### src/inc/otp_lock_defines.vh
`ifndef OTP_LOCK_DEFINES_VH
`define OTP_LOCK_DEFINES_VH
// Register offsets (byte addresses)
`define OFS_FUSE_REGION_LOCK 8'h24
`define OFS_WATCHDOG_EVENT_TALLY 8'h28
`define OFS_IO_BANK_SUPPLY_LEVEL 8'h64
// Fuse lock register fields
`define BIT_TEST_FLAG 0
`define BIT_VENDOR_LOCK 1
`define BIT_PRIVATE_LOCK 2
`define BIT_USER_LOCK 3
`define BIT_PUBLIC_LOCK 4
// Tally field width
`define TALLY_W 4
// Supply register fields
`define BIT_BANK1_LEVEL 0
`define BIT_BANK2_LEVEL 1
`define BIT_SUPPLY_LOCK 7
// Fuse region byte bounds
`define PRIV_FIRST 9'h000
`define PRIV_LAST 9'h01f
`define VENDOR_FIRST 9'h020
`define VENDOR_LAST 9'h07f
`define PUBLIC_FIRST 9'h080
`define PUBLIC_LAST 9'h0bf
`define USER_FIRST 9'h0c0
`define USER_LAST 9'h1ff
`endif

### src/design/otp_lock_and_supply_config.v
// Contract
// - Public-key lock bit 4 blocks fuse bytes 128..191 when set.
// - User lock bit 3 blocks fuse bytes 192..511 when set.
// - Private-key lock bit 2 blocks fuse bytes 0..31 when set.
// - Vendor lock bit 1 blocks fuse bytes 32..127 when set.
// - Each lock bit takes one write, then ignores writes until reset.
// - Debug-port enable high blocks every protected fuse region.
// - Blocked fuse reads return a fixed constant in every bit.
// - Watchdog tally clears on power-on reset, kept over watchdog reset.
// - Supply lock 0: level bits and lock writable; 1: read-only.
// - Supply lock stays set until reset; writing zero does nothing.
// - Bank 1 level bit 0: 1 means 1.8V, 0 means 3.3V.
// - Bank 2 level bit 1: 1 means 1.8V, 0 means 3.3V.
// - Hardware loads level bits after standby power-on reset; the code skips the load while supply lock is set.
//
// Local design decision: strobed register access.
`timescale 1ns/1ps
`include "otp_lock_defines.vh"
module otp_lock_and_supply_config #(
  parameter [7:0] FUSE_BLOCK_VALUE = 8'h00
) (
  input wire clk_sys_i,
  input wire reset_i,
  input wire por_reset_i,
  input wire debug_port_enable_i,
  input wire standby_por_load_i,
  input wire bank1_supply_i,
  input wire bank2_supply_i,
  input wire [7:0] addr_i,
  input wire [31:0] wdata_i,
  input wire wr_i,
  input wire rd_i,
  output reg [31:0] rdata_o,
  input wire [8:0] fuse_addr_i,
  input wire [7:0] fuse_data_i,
  input wire fuse_rd_i,
  output reg [7:0] fuse_rdata_o,
  output reg fuse_blocked_o,
  output reg bank1_supply_level_o,
  output reg bank2_supply_level_o
);

  // Lock bits live in the one-shot cells below
  wire public_lock_r;
  wire user_lock_r;
  wire private_lock_r;
  wire vendor_region_block_r;
  // Address decode of the four fuse regions
  wire in_private;
  wire in_vendor;
  wire in_public;
  wire in_user;
  reg [`TALLY_W-1:0] watchdog_expiry_tally_r;
  wire bank1_level_r;
  wire bank2_level_r;
  reg supply_lock_r;
  reg [31:0] rdata_nxt;
  reg blocked_nxt;

  wire wr_lock = wr_i && (addr_i == `OFS_FUSE_REGION_LOCK);
  wire wr_tally = wr_i && (addr_i == `OFS_WATCHDOG_EVENT_TALLY);
  wire wr_supply = wr_i && (addr_i == `OFS_IO_BANK_SUPPLY_LEVEL);

  // Lock cells: the first write to the register spends all four at once
  // Trade-off: a lock left clear by that write stays clear until reset
  // Debug gating sits in the read path, not in these cells
  // public-key lock cell
  one_shot_bit public_lock_inst (
    .clk_sys_i(clk_sys_i),
    .reset_i(reset_i),
    .take_i(wr_lock),
    .data_i(wdata_i[`BIT_PUBLIC_LOCK]),
    .value_o(public_lock_r),
    .spent_o()
  );

  one_shot_bit user_lock_inst (
    .clk_sys_i(clk_sys_i),
    .reset_i(reset_i),
    .take_i(wr_lock),
    .data_i(wdata_i[`BIT_USER_LOCK]),
    .value_o(user_lock_r),
    .spent_o()
  );

  one_shot_bit private_lock_inst (
    .clk_sys_i(clk_sys_i),
    .reset_i(reset_i),
    .take_i(wr_lock),
    .data_i(wdata_i[`BIT_PRIVATE_LOCK]),
    .value_o(private_lock_r),
    .spent_o()
  );

  one_shot_bit vendor_lock_inst (
    .clk_sys_i(clk_sys_i),
    .reset_i(reset_i),
    .take_i(wr_lock),
    .data_i(wdata_i[`BIT_VENDOR_LOCK]),
    .value_o(vendor_region_block_r),
    .spent_o()
  );

  // Tally survives system reset; only power-on reset clears it
  // power-on clear only
  always @(posedge clk_sys_i) begin
    if (por_reset_i) begin
      watchdog_expiry_tally_r <= {`TALLY_W{1'b0}};
    end else if (wr_tally) begin
      watchdog_expiry_tally_r <= wdata_i[`TALLY_W-1:0];
    end
  end

  wire level_write = wr_supply && !supply_lock_r;
  // locked levels also ignore the hardware load
  wire level_load = standby_por_load_i && !supply_lock_r;

  // Supply lock: set by software, cleared only by system reset
  always @(posedge clk_sys_i) begin
    if (reset_i) begin
      supply_lock_r <= 1'b0;
    end else if (level_write) begin
      supply_lock_r <= wdata_i[`BIT_SUPPLY_LOCK];
    end
  end

  level_cell bank1_level_inst (
    .clk_sys_i(clk_sys_i),
    .reset_i(reset_i),
    .write_i(level_write),
    .wdata_i(wdata_i[`BIT_BANK1_LEVEL]),
    .load_i(level_load),
    .sensed_i(bank1_supply_i),
    .level_o(bank1_level_r)
  );

  level_cell bank2_level_inst (
    .clk_sys_i(clk_sys_i),
    .reset_i(reset_i),
    .write_i(level_write),
    .wdata_i(wdata_i[`BIT_BANK2_LEVEL]),
    .load_i(level_load),
    .sensed_i(bank2_supply_i),
    .level_o(bank2_level_r)
  );

  // Level outputs mirror the register one cycle later
  // bank 1 and bank 2 levels
  always @(posedge clk_sys_i) begin
    if (reset_i) begin
      bank1_supply_level_o <= 1'b0;
      bank2_supply_level_o <= 1'b0;
    end else begin
      bank1_supply_level_o <= bank1_level_r;
      bank2_supply_level_o <= bank2_level_r;
    end
  end

  // Region decode: one window per region, together they tile the array
  // private-key window
  fuse_window #(
    .FIRST(`PRIV_FIRST),
    .LAST(`PRIV_LAST)
  ) private_window_inst (
    .fuse_addr_i(fuse_addr_i),
    .hit_o(in_private)
  );

  fuse_window #(
    .FIRST(`VENDOR_FIRST),
    .LAST(`VENDOR_LAST)
  ) vendor_window_inst (
    .fuse_addr_i(fuse_addr_i),
    .hit_o(in_vendor)
  );

  fuse_window #(
    .FIRST(`PUBLIC_FIRST),
    .LAST(`PUBLIC_LAST)
  ) public_window_inst (
    .fuse_addr_i(fuse_addr_i),
    .hit_o(in_public)
  );

  fuse_window #(
    .FIRST(`USER_FIRST),
    .LAST(`USER_LAST)
  ) user_window_inst (
    .fuse_addr_i(fuse_addr_i),
    .hit_o(in_user)
  );

  // Fuse region gating; debug port closes everything
  // Windows are exclusive, so at most one lock applies
  always @* begin
    blocked_nxt = 1'b0;
    if (in_private) begin
      blocked_nxt = private_lock_r;
    end
    if (in_vendor) begin
      blocked_nxt = vendor_region_block_r;
    end
    if (in_public) begin
      blocked_nxt = public_lock_r;
    end
    if (in_user) begin
      blocked_nxt = user_lock_r;
    end
    if (debug_port_enable_i) begin
      blocked_nxt = 1'b1;
    end
  end

  // Fuse read path, registered like the bus
  always @(posedge clk_sys_i) begin
    if (reset_i) begin
      fuse_rdata_o <= 8'h00;
      fuse_blocked_o <= 1'b0;
    end else if (fuse_rd_i) begin
      fuse_rdata_o <= blocked_nxt ? FUSE_BLOCK_VALUE : fuse_data_i;
      fuse_blocked_o <= blocked_nxt;
    end
  end

  // Read mux; unmapped and reserved bits read zero
  always @* begin
    rdata_nxt = 32'h0000_0000;
    case (addr_i)
      `OFS_FUSE_REGION_LOCK: begin
        rdata_nxt[`BIT_TEST_FLAG] = 1'b0;
        rdata_nxt[`BIT_VENDOR_LOCK] = vendor_region_block_r;
        rdata_nxt[`BIT_PRIVATE_LOCK] = private_lock_r;
        rdata_nxt[`BIT_USER_LOCK] = user_lock_r;
        rdata_nxt[`BIT_PUBLIC_LOCK] = public_lock_r;
      end
      `OFS_WATCHDOG_EVENT_TALLY: begin
        rdata_nxt[`TALLY_W-1:0] = watchdog_expiry_tally_r;
      end
      `OFS_IO_BANK_SUPPLY_LEVEL: begin
        rdata_nxt[`BIT_BANK1_LEVEL] = bank1_level_r;
        rdata_nxt[`BIT_BANK2_LEVEL] = bank2_level_r;
        rdata_nxt[`BIT_SUPPLY_LOCK] = supply_lock_r;
      end
      default: begin
        rdata_nxt = 32'h0000_0000;
      end
    endcase
  end

  // Read data valid the cycle after the strobe, zero otherwise
  always @(posedge clk_sys_i) begin
    if (reset_i) begin
      rdata_o <= 32'h0000_0000;
    end else if (rd_i) begin
      rdata_o <= rdata_nxt;
    end else begin
      rdata_o <= 32'h0000_0000;
    end
  end

endmodule // otp_lock_and_supply_config

// Write-once register cell: the first write lands, later writes bounce
// off until system reset; W lets one cell hold a whole field
module one_shot_bit #(
  parameter W = 1
) (
  input wire clk_sys_i,
  input wire reset_i,
  input wire take_i,
  input wire [W-1:0] data_i,
  output reg [W-1:0] value_o,
  output reg spent_o
);

  always @(posedge clk_sys_i) begin
    if (reset_i) begin
      value_o <= {W{1'b0}};
      spent_o <= 1'b0;
    end else if (take_i) begin
      // Spent even when the data is zero
      if (!spent_o) begin
        value_o <= data_i;
      end
      spent_o <= 1'b1;
    end
  end

endmodule // one_shot_bit

// Address window over the fuse array; both bounds inclusive
module fuse_window #(
  parameter [8:0] FIRST = `PRIV_FIRST,
  parameter [8:0] LAST = `USER_LAST
) (
  input wire [8:0] fuse_addr_i,
  output wire hit_o
);

  // Pure decode, no state; the caller registers the result
  assign hit_o = (fuse_addr_i >= FIRST) && (fuse_addr_i <= LAST);

endmodule // fuse_window

// Level cell: a software write beats the standby load in one cycle
module level_cell #(
  parameter W = 1
) (
  input wire clk_sys_i,
  input wire reset_i,
  input wire write_i,
  input wire [W-1:0] wdata_i,
  input wire load_i,
  input wire [W-1:0] sensed_i,
  output reg [W-1:0] level_o
);

  always @(posedge clk_sys_i) begin
    if (reset_i) begin
      level_o <= {W{1'b0}};
    end else if (write_i) begin
      level_o <= wdata_i;
    end else if (load_i) begin
      level_o <= sensed_i;
    end
  end

endmodule // level_cell

### config.mk
export PLATFORM = sky130hd
export DESIGN_NAME = otp_lock_and_supply_config
export DESIGN_NICKNAME = d
export VERILOG_FILES = /design/src/design/otp_lock_and_supply_config.v
export VERILOG_INCLUDE_DIRS = /design/src /design/src/inc
export SDC_FILE = /design/constraint.sdc
export NUM_CORES = 1
export LEC_CHECK = 0
export ABC_AREA = 1
export ABC_CLOCK_PERIOD_IN_PS = 1400
export BUFFER_PORTS_ARGS = -buffer_cell sky130_fd_sc_hd__buf_2
export CORE_MARGIN = 1.5
export CORE_UTILIZATION = 33
export DETAILED_ROUTE_END_ITERATION = 16
export GPL_ROUTABILITY_DRIVEN = 0
export PLACE_DENSITY = 0.68
export SYNTH_ARGS = -nofsm -noshare
export SYNTH_HDL_FRONTEND = slang
export SYNTH_SLANG_ARGS = --single-unit
export TNS_END_PERCENT = 20
### constraint.sdc
create_clock -name clk_sys_i -period 1.4 [get_ports clk_sys_i]
set_clock_uncertainty 0.05 [all_clocks]
set_input_delay 0.07 -clock clk_sys_i [delete_from_list [all_inputs] [get_ports clk_sys_i]]
set_output_delay 0.07 -clock clk_sys_i [all_outputs]
set_load 0.01 [all_outputs]
==> impl_metrics.prom <==
# TYPE chip_impl_metric gauge
chip_impl_info{name="outcome",value="complete, no violations"} 1
chip_impl_metric{name="reg2reg_slack",unit="ns"} 0.21
chip_impl_info{name="synthTopCellsByCount",value="sky130_fd_sc_hd__nand2_1, sky130_fd_sc_hd__dfxtp_1, sky130_fd_sc_hd__inv_1"} 1
chip_impl_metric{name="finalCriticalPeriod",unit="ns"} 1.19
chip_impl_metric{name="antenna_found_initial",unit=""} 0
chip_impl_info{name="crit-reg2reg-capture",value="fuse_rdata_o[7]"} 1
chip_impl_metric{name="post_synth_and_or_nand_nor_area_fraction",unit=""} 0.322
chip_impl_metric{name="detail_route.drc_violations",unit=""} 0
chip_impl_metric{name="dr_vias_cell",unit=""} 4.32
chip_impl_metric{name="worst_ir_drop_on_vdd",unit="V"} 0.000346
chip_impl_metric{name="initial_utilization",unit=""} 0.344
chip_impl_metric{name="grt_first_pass_wirelength",unit="mm"} 5.20
chip_impl_metric{name="fin_crit_sh",unit=""} 0.847
chip_impl_metric{name="grt_util_all_layers",unit=""} 0.132
chip_impl_metric{name="rows",unit=""} 24
chip_impl_metric{name="post_synth_instance_area",unit="sq mm"} 0.00150
chip_impl_info{name="timing.setup.critical_path_class",value="reg2reg"} 1
chip_impl_metric{name="synthArstFlopShare",unit=""} 0
chip_impl_metric{name="numClockSinks",unit=""} 29
chip_impl_metric{name="layout.filler_cells",unit=""} 473
chip_impl_metric{name="finalNetCount",unit=""} 338
chip_impl_metric{name="fin_util",unit=""} 0.421
chip_impl_info{name="cts_tree",value="done"} 1
chip_impl_metric{name="ctsHtreeMaxLevel",unit=""} 2
chip_impl_metric{name="die-width",unit="um"} 70.4
chip_impl_metric{name="warnings_synthesis",unit=""} 0
chip_impl_metric{name="synth_compound_area_frac",unit=""} 0.0769
chip_impl_metric{name="boundaryPins",unit=""} 110
chip_impl_metric{name="detailedRoute.firstIterationViolations",unit=""} 110
chip_impl_metric{name="timing.critical_path.fanout_max",unit=""} 9
chip_impl_metric{name="synth_cells",unit=""} 213
chip_impl_metric{name="synthDominantCellAreaShare",unit=""} 0.388
chip_impl_metric{name="power.static_leakage",unit="nW"} 0.934
chip_impl_info{name="holdCritPathClass",value="in2reg"} 1
chip_impl_metric{name="synth_sequential_area_ratio",unit=""} 0.388
chip_impl_metric{name="first_global_vias",unit=""} 1207
chip_impl_info{name="critPathCaptureType",value="flip-flop"} 1
chip_impl_metric{name="area_growth_syn_to_layout",unit="%"} 22.5
chip_impl_metric{name="dpl-instance-area",unit="sq mm"} 0.00172
chip_impl_metric{name="critical_path_arrival",unit="ns"} 1.30
chip_impl_metric{name="slew_viol_final",unit=""} 0
chip_impl_info{name="critical_path.reg2reg.startpoint",value="public_lock_inst.value_o"} 1
chip_impl_metric{name="post_drt_wl_per_cell",unit="um"} 10.0
chip_impl_metric{name="dpl.cell_count",unit=""} 315
chip_impl_metric{name="final.hold.worst_slack",unit="ns"} 0.0113
chip_impl_metric{name="area_occupied_by_multi_input_gates",unit="sq um"} 696
chip_impl_metric{name="required",unit="ns"} 1.52
chip_impl_metric{name="n_antenna_cell",unit=""} 0
chip_impl_info{name="synth_top_cell_by_area",value="sky130_fd_sc_hd__dfxtp_1"} 1
chip_impl_metric{name="cts_made_buffers",unit=""} 5
chip_impl_metric{name="cts.repair_timing.setup_buffer_count",unit=""} 0
chip_impl_metric{name="maxClockFrequency",unit="MHz"} 843
chip_impl_metric{name="setup_total_negative_slack",unit="ns"} 0
chip_impl_metric{name="number_of_non_filler_instances_in_the_completed_layout",unit=""} 324
chip_impl_info{name="destination_of_the_worst_hold_path",value="supply_lock_r"} 1
chip_impl_metric{name="totalWireLength",unit="mm"} 3.25
chip_impl_metric{name="yosys.area_share.adder",unit=""} 0
chip_impl_metric{name="rr_worst_depth",unit=""} 3
chip_impl_metric{name="clock_latency",unit="ns"} 0.28
chip_impl_metric{name="final-hold-violation-count",unit=""} 0
chip_impl_metric{name="drt_first_pass_iters",unit=""} 4
chip_impl_info{name="combinational_family_with_the_most_area_after_synthesis",value="simple AND/OR/NAND/NOR gates"} 1
chip_impl_metric{name="max-clock-path-buffers",unit=""} 2
chip_impl_info{name="synth.most_common_cell",value="sky130_fd_sc_hd__nand2_1"} 1
chip_impl_info{name="rsz_0062_raised_after_global_routing",value="no"} 1
chip_impl_metric{name="io_buffers",unit=""} 52
chip_impl_metric{name="synthMuxAreaShare",unit=""} 0
chip_impl_metric{name="route.vias.total",unit=""} 1400
chip_impl_metric{name="floorplan.die_area",unit="sq mm"} 0.00495
chip_impl_metric{name="route.antenna.remaining_nets",unit=""} 0
chip_impl_info{name="clockRootBuffer",value="sky130_fd_sc_hd__clkbuf_8"} 1
chip_impl_metric{name="number_of_flops_mapped_to_enable_cells_by_yosys",unit=""} 0
chip_impl_info{name="critical_path.startpoint_type",value="flip-flop"} 1
chip_impl_metric{name="yosys.cell_types.count",unit=""} 24
chip_impl_metric{name="avgSynthCellArea",unit="sq um"} 7.03
chip_impl_metric{name="die_y",unit="um"} 70.4
chip_impl_metric{name="grt_max_degree",unit=""} 14
chip_impl_metric{name="sequential_cell_area",unit="sq um"} 581
chip_impl_metric{name="setup_viol",unit=""} 0
chip_impl_metric{name="cap_viol_max_count",unit=""} 0
chip_impl_metric{name="globalRoute.totalOverflow",unit=""} 0
chip_impl_metric{name="post-dp-hpwl",unit="mm"} 2.55
chip_impl_metric{name="worst_setup_hold_path_clk_slew",unit="ns"} 0.06
chip_impl_metric{name="hold_depth",unit=""} 3
chip_impl_info{name="post_synth_main_area_contributors",value="sky130_fd_sc_hd__dfxtp_1, sky130_fd_sc_hd__nand2_1, sky130_fd_sc_hd__buf_4"} 1
chip_impl_metric{name="core-area",unit="sq mm"} 0.00435
chip_impl_metric{name="design_area",unit="sq mm"} 0.00183
chip_impl_metric{name="final_layout_size_suffix_gt1_frac",unit=""} 0.265
chip_impl_info{name="hold_path_startpoint",value="wdata_i[7]"} 1
chip_impl_info{name="synth-main-ff-cell",value="sky130_fd_sc_hd__dfxtp_1"} 1
chip_impl_metric{name="synth-seq-cells",unit=""} 29
chip_impl_metric{name="power-per-cell-area",unit="mW/mm^2"} 985
chip_impl_metric{name="yosys.area_share.xor_xnor",unit=""} 0
critical path, cell delays in order, from the launching register on:
cell	delay, ns
sky130_fd_sc_hd__dfxtp_1	0.35
sky130_fd_sc_hd__nand4_1	0.35
sky130_fd_sc_hd__nand4_1	0.24
sky130_fd_sc_hd__a21oi_1	0.08
area by class of cell:
class | instances | area share
sequential | 29 | 0.317
tap | 52 | 0.0355
timing repair buffer | 55 | 0.156
inverter | 28 | 0.0580
clock buffer | 7 | 0.0525
clock inverter | 1 | 0.00273
multi-input combinational | 152 | 0.379
per-layer routing:
metal	vias up	GRT usage	wire, um
li1	741	-	-
met1	606	0.156	1450
met2	53	0.217	1590
met3	0	0.0476	215
met4	0	0.0534	0
met5	-	0	0
flip-flops by register name (all words and copies together), names as in the netlist:
name,flops
bank1_level_inst.level_o,1
bank1_supply_level_o,1
bank2_level_inst.level_o,1
bank2_supply_level_o,1
fuse_blocked_o,1
fuse_rdata_o,8
private_lock_inst.value_o,1
public_lock_inst.value_o,1
rdata_o,6
supply_lock_r,1
user_lock_inst.spent_o,1
user_lock_inst.value_o,1
vendor_lock_inst.value_o,1
watchdog_expiry_tally_r,4
logic make-up (layout without fill, tap and decap cells):
logic type	count (synthesis)	count (layout)
AOI/OAI and AO/OA	22	22
buffers and inverters	57	91
DFF	29	29
other	1	26
and+or+nand+nor	104	104
repair_timing:
| item | in CTS | in global routing |
|---|---|---|
| resized for setup | 0 | 0 |
| hold buffers | 1 | 0 |
| endpoints found under the hold margin | 4 | 0 |
through the flow:
stage | power [mW] | setup slack (ns)
finish | 1.81 | 0.214
detailed placement | 1.07 | 0.212
global route | 1.90 | 0.126
floorplan | 1.03 | 0.411
global placement | 1.07 | 0.210
CTS | 1.84 | 0.248
worst max-delay path by stage:
stage	startpoint	endpoint	slack, ns
2_1_floorplan	vendor_lock_inst.value_o	fuse_rdata_o[0]	0.41
4_1_cts	public_lock_inst.value_o	fuse_rdata_o[6]	0.25
5_1_grt	public_lock_inst.value_o	fuse_rdata_o[6]	0.13
6_report	public_lock_inst.value_o	fuse_rdata_o[7]	0.21
3_5_place_dp	addr_i[0]	watchdog_expiry_tally_r[3]	0.21
3_3_place_gp	addr_i[0]	watchdog_expiry_tally_r[1]	0.21
cell usage in the layout (no fill, tap or decap):
cell type,n
sky130_fd_sc_hd__nand3_1,11
sky130_fd_sc_hd__a21oi_1,17
sky130_fd_sc_hd__dfxtp_1,29
sky130_fd_sc_hd__nor4_1,1
sky130_fd_sc_hd__dlygate4sd3_1,1
sky130_fd_sc_hd__inv_1,27
sky130_fd_sc_hd__clkinv_2,2
sky130_fd_sc_hd__o21ai_0,3
sky130_fd_sc_hd__nor2_1,17
sky130_fd_sc_hd__nor3_1,1
sky130_fd_sc_hd__buf_4,2
sky130_fd_sc_hd__nor2_2,1
sky130_fd_sc_hd__conb_1,26
sky130_fd_sc_hd__nand4_1,12
sky130_fd_sc_hd__nor3_2,2
sky130_fd_sc_hd__nand3_2,1
sky130_fd_sc_hd__and3_2,1
sky130_fd_sc_hd__nor2_4,2
sky130_fd_sc_hd__clkbuf_8,7
sky130_fd_sc_hd__nand2_1,53
sky130_fd_sc_hd__nand2_2,1
sky130_fd_sc_hd__a31oi_1,1
sky130_fd_sc_hd__and2_1,1
sky130_fd_sc_hd__a21oi_2,1
sky130_fd_sc_hd__buf_2,52
report_power, final:
group / total (mW) / switching [mW] / leakage, nW / internal [mW]
Combinational: 0.205 / 0.130 / 0.645 / 0.0754
Sequential: 0.849 / 0.00707 / 0.235 / 0.842
Clock: 0.752 / 0.309 / 0.0542 / 0.443
Total: 1.81 / 0.445 / 0.934 / 1.36
No activity file was read; power rests on OpenSTA's default activity.
